--- src/shared/pwcc_pkg.sv ---
package pwcc_pkg;
  // ==========================================
  // Control field and modes
  localparam int CTRL_W = 16;
  localparam int WMODE_LSB = 8;
  localparam int WMODE_MSB = 9;
  localparam logic [1:0] WMODE_OFF = 2'h0;
  localparam logic [1:0] WMODE_INHIBIT_IN = 2'h1;
  localparam logic [1:0] WMODE_INT_OUT = 2'h2;
  localparam logic [1:0] WMODE_CLIP = 2'h3;
  // ==========================================
  // XY address layout
  localparam int XY_W = 32;
  localparam int COORD_W = 16;
  localparam int Y_LSB = 16;
  localparam int X_LSB = 0;
  // ==========================================
  // Point compare code bits, and reset values
  localparam int CODE_W = 4;
  localparam int CODE_LEFT = 0;
  localparam int CODE_RIGHT = 1;
  localparam int CODE_ABOVE = 2;
  localparam int CODE_BELOW = 3;
  localparam logic [CODE_W-1:0] CODE_RESET = 4'h0;
  localparam logic [XY_W-1:0] CORNER_RESET = 32'h0000_0000;
  localparam logic [1:0] WMODE_RESET = 2'h0;
endpackage

--- src/hw/pwcc_corner_store.sv ---
`timescale 1ns/1ps
module pwcc_corner_store #(
  parameter int WIDTH = 32
) (
  input wire logic i_clk,
  input wire logic i_rst,
  input wire logic i_we_start,
  input wire logic i_we_end,
  input wire logic [WIDTH-1:0] i_data,
  output logic [WIDTH-1:0] o_start,
  output logic [WIDTH-1:0] o_end
);
  logic [WIDTH-1:0] start_r;
  logic [WIDTH-1:0] start_nxt;
  logic [WIDTH-1:0] end_r;
  logic [WIDTH-1:0] end_nxt;

  always_comb begin
    start_nxt = i_we_start ? i_data : start_r;
    end_nxt = i_we_end ? i_data : end_r;
  end

  always_ff @(posedge i_clk) begin
    if (i_rst) begin
      start_r <= '0;
      end_r <= '0;
    end else begin
      start_r <= start_nxt;
      end_r <= end_nxt;
    end
  end

  assign o_start = start_r;
  assign o_end = end_r;
endmodule

--- src/hw/pwcc_top.sv ---
`timescale 1ns/1ps
// Operation
// - Mode from control bits 8 and 9
// - Four modes: allow, inhibit-in, int-out, clip
// - Start corner is upper left
// - End corner is lower right
// - Both corners lie inside window
// - Int-out mode: crossing op not executed
// - Compare point gives position code
module pwcc_top (
  // Clock and reset
  input wire logic I_CLOCK,
  input wire logic I_RESET,
  // Control and corner loads
  input wire logic [pwcc_pkg::CTRL_W-1:0] I_CONTROL,
  input wire logic I_START_WE,
  input wire logic I_END_WE,
  input wire logic [pwcc_pkg::XY_W-1:0] I_CORNER_DATA,
  // Pixel write request from drawing engine
  input wire logic I_PIX_VALID,
  input wire logic [pwcc_pkg::XY_W-1:0] I_PIX_XY,
  // Operation boundary check request
  input wire logic I_OP_VALID,
  input wire logic [pwcc_pkg::XY_W-1:0] I_OP_START_XY,
  input wire logic [pwcc_pkg::XY_W-1:0] I_OP_END_XY,
  // Point compare request
  input wire logic I_CMP_VALID,
  input wire logic [pwcc_pkg::XY_W-1:0] I_CMP_XY,
  // Pixel write answer
  output logic O_PIX_DONE,
  output logic O_PIX_WRITE,
  output logic O_PIX_INT,
  // Operation answer
  output logic O_OP_DONE,
  output logic O_OP_EXEC,
  output logic O_OP_INT,
  // Point compare answer
  output logic O_CMP_DONE,
  output logic [pwcc_pkg::CODE_W-1:0] O_CMP_CODE,
  // Current mode
  output logic [1:0] O_WMODE
);
  import pwcc_pkg::*;

  // ==========================================
  // Helpers
  function automatic logic [COORD_W-1:0] y_of(input logic [XY_W-1:0] a);
    y_of = a[Y_LSB +: COORD_W];
  endfunction

  function automatic logic [COORD_W-1:0] x_of(input logic [XY_W-1:0] a);
    x_of = a[X_LSB +: COORD_W];
  endfunction

  function automatic logic [CODE_W-1:0] where_is(input logic [XY_W-1:0] p,
      input logic [XY_W-1:0] ws, input logic [XY_W-1:0] we);
    logic [CODE_W-1:0] c;
    c = '0;
    c[CODE_LEFT] = x_of(p) < x_of(ws);
    c[CODE_ABOVE] = y_of(p) < y_of(ws);
    c[CODE_RIGHT] = x_of(p) > x_of(we);
    c[CODE_BELOW] = y_of(p) > y_of(we);
    where_is = c;
  endfunction

  // ==========================================
  // Corner storage
  logic [XY_W-1:0] window_start_corner;
  logic [XY_W-1:0] window_end_corner;

  pwcc_corner_store #(.WIDTH(XY_W)) u_corners (
    .i_clk(I_CLOCK),
    .i_rst(I_RESET),
    .i_we_start(I_START_WE),
    .i_we_end(I_END_WE),
    .i_data(I_CORNER_DATA),
    .o_start(window_start_corner),
    .o_end(window_end_corner)
  );

  // ==========================================
  // Decision logic
  logic [1:0] mode;
  logic pix_in;
  logic op_in;
  logic pix_done_r, pix_done_nxt;
  logic pix_write_r, pix_write_nxt;
  logic pix_int_r, pix_int_nxt;
  logic op_done_r, op_done_nxt;
  logic op_exec_r, op_exec_nxt;
  logic op_int_r, op_int_nxt;
  logic cmp_done_r, cmp_done_nxt;
  logic [CODE_W-1:0] cmp_code_r, cmp_code_nxt;
  logic [1:0] wmode_r, wmode_nxt;

  always_comb begin
    mode = I_CONTROL[WMODE_MSB:WMODE_LSB];
    pix_in = where_is(I_PIX_XY, window_start_corner, window_end_corner) == '0;
    op_in = (where_is(I_OP_START_XY, window_start_corner, window_end_corner) == '0) &&
            (where_is(I_OP_END_XY, window_start_corner, window_end_corner) == '0);
    wmode_nxt = mode;
    pix_done_nxt = I_PIX_VALID;
    pix_write_nxt = 1'b0;
    pix_int_nxt = 1'b0;
    op_done_nxt = I_OP_VALID;
    op_exec_nxt = 1'b0;
    op_int_nxt = 1'b0;
    if (I_PIX_VALID) begin
      case (mode)
        WMODE_OFF: begin
          pix_write_nxt = 1'b1;
        end
        WMODE_INHIBIT_IN: begin
          pix_write_nxt = !pix_in;
          pix_int_nxt = pix_in;
        end
        WMODE_INT_OUT: begin
          pix_write_nxt = pix_in;
          pix_int_nxt = !pix_in;
        end
        WMODE_CLIP: begin
          pix_write_nxt = pix_in;
        end
        default: begin
          pix_write_nxt = 1'b0;
        end
      endcase
    end
    if (I_OP_VALID) begin
      case (mode)
        WMODE_INT_OUT: begin
          op_exec_nxt = op_in;
          op_int_nxt = !op_in;
        end
        default: begin
          op_exec_nxt = 1'b1;
        end
      endcase
    end
    cmp_done_nxt = I_CMP_VALID;
    cmp_code_nxt = I_CMP_VALID ? where_is(I_CMP_XY, window_start_corner, window_end_corner) : cmp_code_r;
  end

  always_ff @(posedge I_CLOCK) begin
    if (I_RESET) begin
      wmode_r <= WMODE_RESET;
      pix_done_r <= 1'b0;
      pix_write_r <= 1'b0;
      pix_int_r <= 1'b0;
      op_done_r <= 1'b0;
      op_exec_r <= 1'b0;
      op_int_r <= 1'b0;
      cmp_done_r <= 1'b0;
      cmp_code_r <= CODE_RESET;
    end else begin
      wmode_r <= wmode_nxt;
      pix_done_r <= pix_done_nxt;
      pix_write_r <= pix_write_nxt;
      pix_int_r <= pix_int_nxt;
      op_done_r <= op_done_nxt;
      op_exec_r <= op_exec_nxt;
      op_int_r <= op_int_nxt;
      cmp_done_r <= cmp_done_nxt;
      cmp_code_r <= cmp_code_nxt;
    end
  end

  assign O_WMODE = wmode_r;
  assign O_PIX_DONE = pix_done_r;
  assign O_PIX_WRITE = pix_write_r;
  assign O_PIX_INT = pix_int_r;
  assign O_OP_DONE = op_done_r;
  assign O_OP_EXEC = op_exec_r;
  assign O_OP_INT = op_int_r;
  assign O_CMP_DONE = cmp_done_r;
  assign O_CMP_CODE = cmp_code_r;
endmodule

--- config.mk ---
export PLATFORM = sky130hd
export DESIGN_NAME = pwcc_top
export DESIGN_NICKNAME = d
export VERILOG_FILES = /design/src/shared/pwcc_pkg.sv /design/src/hw/pwcc_corner_store.sv /design/src/hw/pwcc_top.sv
export SDC_FILE = /design/constraint.sdc
export NUM_CORES = 1
export LEC_CHECK = 0
export ABC_CLOCK_PERIOD_IN_PS = 3200
export CAP_MARGIN = 0
export CORE_MARGIN = 3
export CORE_UTILIZATION = 55
export DETAILED_ROUTE_END_ITERATION = 10
export DONT_BUFFER_PORTS = 1
export PLACE_DENSITY = 0.7
export SETUP_SLACK_MARGIN = 0.3
export SLEW_MARGIN = 20
export SYNTH_ARGS = -nofsm -noshare
export SYNTH_HDL_FRONTEND = slang
export SYNTH_SLANG_ARGS = --single-unit
--- constraint.sdc ---
create_clock -name I_CLOCK -period 3.2 [get_ports I_CLOCK]
set_clock_uncertainty 0.05 [all_clocks]
set_input_delay 0.16 -clock I_CLOCK [delete_from_list [all_inputs] [get_ports I_CLOCK]]
set_output_delay 0.16 -clock I_CLOCK [all_outputs]
set_load 0.02 [all_outputs]
# After elaboration in Yosys (flattened, before gate mapping)
# Index checks and enable logic that the tools add are counted.
dict set report op_classes {
  n_bitwise 3
  reduce_logical 11
  eq_ne 3
  n_lt_le_gt_ge 16
  muxes 3
}
# cell n
set op_table {}
lappend op_table {{> comparator 16 bit} 8}
lappend op_table {{< comparator 16 bit} 8}
lappend op_table {{zero test 4 bit} 3}
lappend op_table {{OR reduction 2 bit} 3}
lappend op_table {{== test 2 bit, second input constant} 2}
lappend op_table {{inverter 1 bit} 3}
lappend op_table {{case mux 1 bit (3 select lines)} 1}
lappend op_table {{OR reduction 3 bit} 1}
lappend op_table {{== test 2 x 1 -> 1 bit, second input constant} 1}
lappend op_table {{zero test 1 bit} 2}
lappend op_table {{zero test 2 bit} 1}
lappend op_table {{case mux 1 bit (2 select lines)} 1}
lappend op_table {{logical AND 1 bit} 1}
lappend op_table {{2-to-1 mux 1 bit} 1}
dict set report totals {
  wordCells 47
  reg_bits 77
  output_inout_bits 13
  input_bits 183
}

# Logic depth before layout (Yosys ltp)
dict set report logic_depth {
  ltp_word 4
  ltp_mapped 10
  mapped_depth_nobuf 10
}

# Cells and area by module
# Synthesis repeated with hierarchy kept, for this count alone.
dict set report hier_totals {
  cells_unflattened 928
  area_unflattened_um2 8284.2
}
# module area_per_inst_um2 cells_per_inst n_inst seq_area_each_um2
set by_module_without_submodules {}
lappend by_module_without_submodules {pwcc_top 5944.5 721 1 260.2}
lappend by_module_without_submodules {pwcc_corner_store 2339.7 207 1 1281.2}

# Worst setup path after synthesis
# No wires, ideal clock.
dict set report synth_path {
  path_type {reg-to-reg}
  start {register u_corners.start_r[1] (netlist: u_corners.o_start[1])}
  end {register op_exec_r (netlist: O_OP_EXEC)}
  required_ns 3.091
  synth_period_minus_slack_ns 2.242
  setup_time_ns 0.059
  n_path_buf 0
  slack_ns 0.958
  t_arrival_ns 2.132
  stages_incl_launch_ff 10
  path_cell_list {dfxtp_1 -> inv_1 -> ha_1 -> a2111oi_1 -> or4_1 -> a31oi_1 -> o32ai_1 -> a2111o_1 -> o31ai_2 -> and2_1}
}
dict set report synth_between {
  elab_chain_len 4
  word_cells_on_any_way 6
  cone_classes {order compare: 2; mux: 1; reduce/logical: 3}
}
# element line_no
set synth_rtl {}
lappend synth_rtl {{start: declaration} pwcc_corner_store.sv:13} ;# logic [WIDTH-1:0] start_r;
lappend synth_rtl {{start signal: assignment} pwcc_corner_store.sv:28} ;# start_r <= start_nxt;
lappend synth_rtl {{< comparator 16 bit} pwcc_top.sv:59} ;# c[CODE_LEFT] = x_of(p) < x_of(ws);
lappend synth_rtl {{zero test 4 bit (on tied branches)} {pwcc_top.sv:99, pwcc_top.sv:100}}
lappend synth_rtl {{logical AND 1 bit (*)} pwcc_top.sv:99} ;# op_in = (where_is(I_OP_START_XY, window_start_corner, window_end_corner) == '0) &&
lappend synth_rtl {{2-to-1 mux 1 bit (*)} pwcc_top.sv:130} ;# case (mode)
lappend synth_rtl {{end signal: assignment} pwcc_top.sv:161} ;# op_exec_r <= op_exec_nxt;
lappend synth_rtl {{end: declaration} pwcc_top.sv:90} ;# logic op_exec_r, op_exec_nxt;
# Mark *: on every way between the ends. The rest lies on a longest branch, timed or not.
# A chain may end at the register's enable or synchronous reset.

# Worst setup path after layout
dict set report layout_path {
  start {register u_corners.start_r[2] (netlist: u_corners.o_start[2])}
  end {register op_int_r (netlist: O_OP_INT)}
}
dict set report layout_between {
  elab_chain_len 4
  word_cells_on_any_way 6
  cone_classes {order compare: 2; reduce/logical: 4}
}
# element line_no
set layout_rtl {}
lappend layout_rtl {{< comparator 16 bit} pwcc_top.sv:59}
lappend layout_rtl {{zero test 4 bit (on tied branches)} {pwcc_top.sv:99, pwcc_top.sv:100}}
lappend layout_rtl {{logical AND 1 bit (*)} pwcc_top.sv:99}
lappend layout_rtl {{zero test 1 bit (*)} pwcc_top.sv:133} ;# op_int_nxt = !op_in;
lappend layout_rtl {{end signal: assignment} pwcc_top.sv:162} ;# op_int_r <= op_int_nxt;
lappend layout_rtl {{end: declaration} pwcc_top.sv:91} ;# logic op_int_r, op_int_nxt;
# Marked as above.

==> out/metrics.cfg <==
[placement]
portBuffers = 0
dpl.cell_count = 1089
dp_hpwl_um = 18510
place.gp.congestion = 0.8902

[sta]
timing.fmax_mhz = 379.0
min_period_ns = 2.638
maxSlewViolCount = 0
relSlewSlack_pct = 57.98
finalSetupTns_ns = 0
finalSetupViolCount = 0
holdWs_ns = 0.006986
hold_viol_final = 0
period_share_pct = 82.45
rsz0062_at_grt = false
worstMarginPinSlew_ns = 0.6221

[global_routing]
overflow = 0
grt_pass1_vias = 6943
track_usage_pct = 28.87
antenna_found_initial = 0
grt_pass1_wl_um = 36600
grt_max_degree = 72

[clock_tree]
cts_max_path_buffers = 2
cts-root-buf = clkbuf_16
cts_setup_buffers = 0
htreeDepth = 3
clk_latency_ns = 0.35
cts-buffers-inserted = 9
cts_tree = done
clk_pin_slew_ns = 0.06
cts.sink_count = 77

[pwr]
pwr-share-clk_pct = 33.9
switching_share_pct = 32.95
switchingPower_mw = 1.010
max-vdd-ir-drop_mv = 0.2163
p_leak_nw = 4.207
cellInternalPower_mw = 2.055
comb_power_share_pct = 31.5
pwr_density_cell_nw_per_um2 = 337.2
seqPwrFrac_pct = 34.7

[critical_path]
r2r_slack_ns = 0.56
worstPathRequired_ns = 3.42
r2r-start = u_corners.o_start[2]$_SDFFE_PP0P_
crit_buf_inv = 1
r2r_end = O_OP_INT$_SDFF_PP0_
ff2ff_path_depth = 10
cp.arrival_ns = 2.86
critical_path_class = reg2reg
critPathLaunch = u_corners.o_start[2]$_SDFFE_PP0P_
cp_max_fo = 4
end_kind = flop
slowest_stage = o21ai_0
startpoint_type = flop
crit_path_max_incr_delay_ns = 0.43
path_cells = inv_1 -> ha_1 -> a211o_1 -> a31oi_1 -> nor4_1 -> o21ai_0 -> a21oi_1 -> a211oi_1 -> o31ai_2 -> nor3b_1
cp_top_family = compound AO/OA/AOI/OAI gates

[synth]
ys.warnings.count = 0
synthCells = 925
ys_seq_area_share_pct = 19.02
synth-seq-cells = 77
syn-cell-area_um2 = 8105
synth-edff-count = 0
yosysUniqueCellTypes = 45
syn_nets = 1356
synthArstFlopShare_pct = 0
ys.flop_type = dfxtp_1
syn-mean-instance-area_um2 = 8.762

[detailed_routing]
first_pass_iters = 5
num_vias = 6883
vias_per_cell = 5.970
post_drt_wl_per_cell_um = 20.32
drc = 0
wl_um = 23430
dr.first_iter.drc_count = 327
antenna_left = 0

[floorplan]
die-area_um2 = 16230
die_w_um = 127.4
io-pin-count = 196
start_util_pct = 57.28
core-area_um2 = 14150
fp.dieH_um = 127.4
rows = 43

[finish]
layout_commonest_cell = ha_1
drive_gt1_share_pct = 1.850
fillers = 1255
multi_input_area_um2 = 6226
fin_cells = 1153
n_antenna_cell = 0
regArea_um2 = 1541
final_cell_mix = 248 x ha_1, 95 x nor2_1, 77 x dfxtp_1
areaGrowthSynthToFinish_pct = 12.12
fin_nets = 1401

[hold_path]
worst_hold_path_type = in2reg
min_to = O_CMP_CODE[0]$_SDFFE_PP0P_
hold_start = I_CMP_XY[15]
min_path_cells = 2

[flow_run]
cap_violations = 0

[status]
outcome = completed

## synthesized netlist by cell type, types with 2 or more instances
cell / n / share of area [%]
ha_1: 248 / 38
mux2i_1: 66 / 8.2
o41ai_1: 4 / 0.43
nor3_1: 12 / 0.74
a211oi_1: 15 / 1.4
o32ai_1: 2 / 0.22
a31oi_1: 4 / 0.31
nand3_1: 13 / 0.80
nor4_1: 6 / 0.46
nor2_1: 95 / 4.4
a221oi_1: 2 / 0.22
a21oi_1: 68 / 4.2
a211o_1: 3 / 0.32
nand4_1: 39 / 3.0
nor3b_1: 2 / 0.19
o211ai_1: 6 / 0.56
or4_1: 3 / 0.28
o21ai_0: 29 / 1.8
a21boi_0: 2 / 0.19
nand2_1: 40 / 1.9
a22oi_1: 2 / 0.19
nor2b_1: 19 / 1.5
o31ai_1: 2 / 0.19
buf_1: 9 / 0.42
a2111o_1: 2 / 0.28
or2b_1: 2 / 0.19
a41oi_1: 2 / 0.22
a2111oi_0: 4 / 0.43
clkbuf_1: 7 / 0.32
a21o_1: 43 / 4.0
inv_1: 74 / 3.4
o22ai_1: 2 / 0.15
nand2b_1: 10 / 0.77
dfxtp_1: 77 / 19
## per-layer routing
layer  wire length, um  track usage [%]
met1              9718            34.97
met2             11150            49.86
met3              2037            8.654
met4               526            7.571
met5                 0                0
## sequential cells by signal, summed over array words and instances, names as in the netlist, 2 cells and up
signal,flops
O_CMP_CODE,4
u_corners.o_end,32
u_corners.o_start,32
O_WMODE,2
## power groups by stage
stage / sequential (mW) / clock (mW) / combinational, mW
6_report: 1.06 / 1.04 / 0.964
5_1_grt: 1.07 / 1.08 / 1.11
3_3_place_gp: 1.08 / 0 / 0.825
3_5_place_dp: 1.08 / 0 / 0.849
4_1_cts: 1.06 / 1.03 / 0.958
2_1_floorplan: 1.07 / 0 / 0.684
## what timing repair did
action,in CTS,in global routing
hold endpoints to repair,74,0
endpoints found under the setup margin,0,0
hold buffers,50,0
resized for setup,0,0
## worst max path at each step
stage / end / depth (start not counted) / slack [ns]
after floorplan: O_OP_EXEC$_SDFF_PP0_ / 9 / 0.96
after global placement: O_OP_EXEC$_SDFF_PP0_ / 10 / 0.55
after detailed placement: O_OP_EXEC$_SDFF_PP0_ / 10 / 0.54
after CTS: O_OP_EXEC$_SDFF_PP0_ / 10 / 0.53
after global routing: O_OP_INT$_SDFF_PP0_ / 10 / 0.37
final: O_OP_INT$_SDFF_PP0_ / 10 / 0.56
## logic make-up after synthesis
logic type	share of synthesized area (%)
DFF	19.02
adders and majority gates	38.28
buffers and inverters	4.168
AOI/OAI and AO/OA	15.79
muxes	8.151
and+or+nand+nor	14.59
## per-stage QoR
step	cell area, um^2	power, mW	setup slack (ns)	utilization [%]
5_1_grt	9087	3.253	0.3734	64.22
6_report	9087	3.064	0.5615	64.22
3_3_place_gp	8270	1.905	0.5464	58.45
2_1_floorplan	8105	1.755	0.9584	-
4_1_cts	9087	3.054	0.5299	64.22
3_5_place_dp	8270	1.932	0.5430	58.45
## area by class of cell
cell class | instances | area share [%]
timing repair buffer | 50 | 5.920
sequential | 77 | 16.96
tap | 180 | 2.478
inverter | 74 | 3.057
multi-input combinational | 758 | 68.51
clock buffer | 9 | 2.478
clock inverter | 5 | 0.5920
## worst register-to-register path, cell delays in order, from the launching register on
cell and delay, ns:
dfxtp_1 0.33, inv_1 0.12, ha_1 0.31, a211o_1 0.29, a31oi_1 0.15, nor4_1 0.07, o21ai_0 0.43, a21oi_1 0.14
a211oi_1 0.37, o31ai_2 0.13, nor3b_1 0.19
No activity file was read; power rests on OpenSTA's default activity.
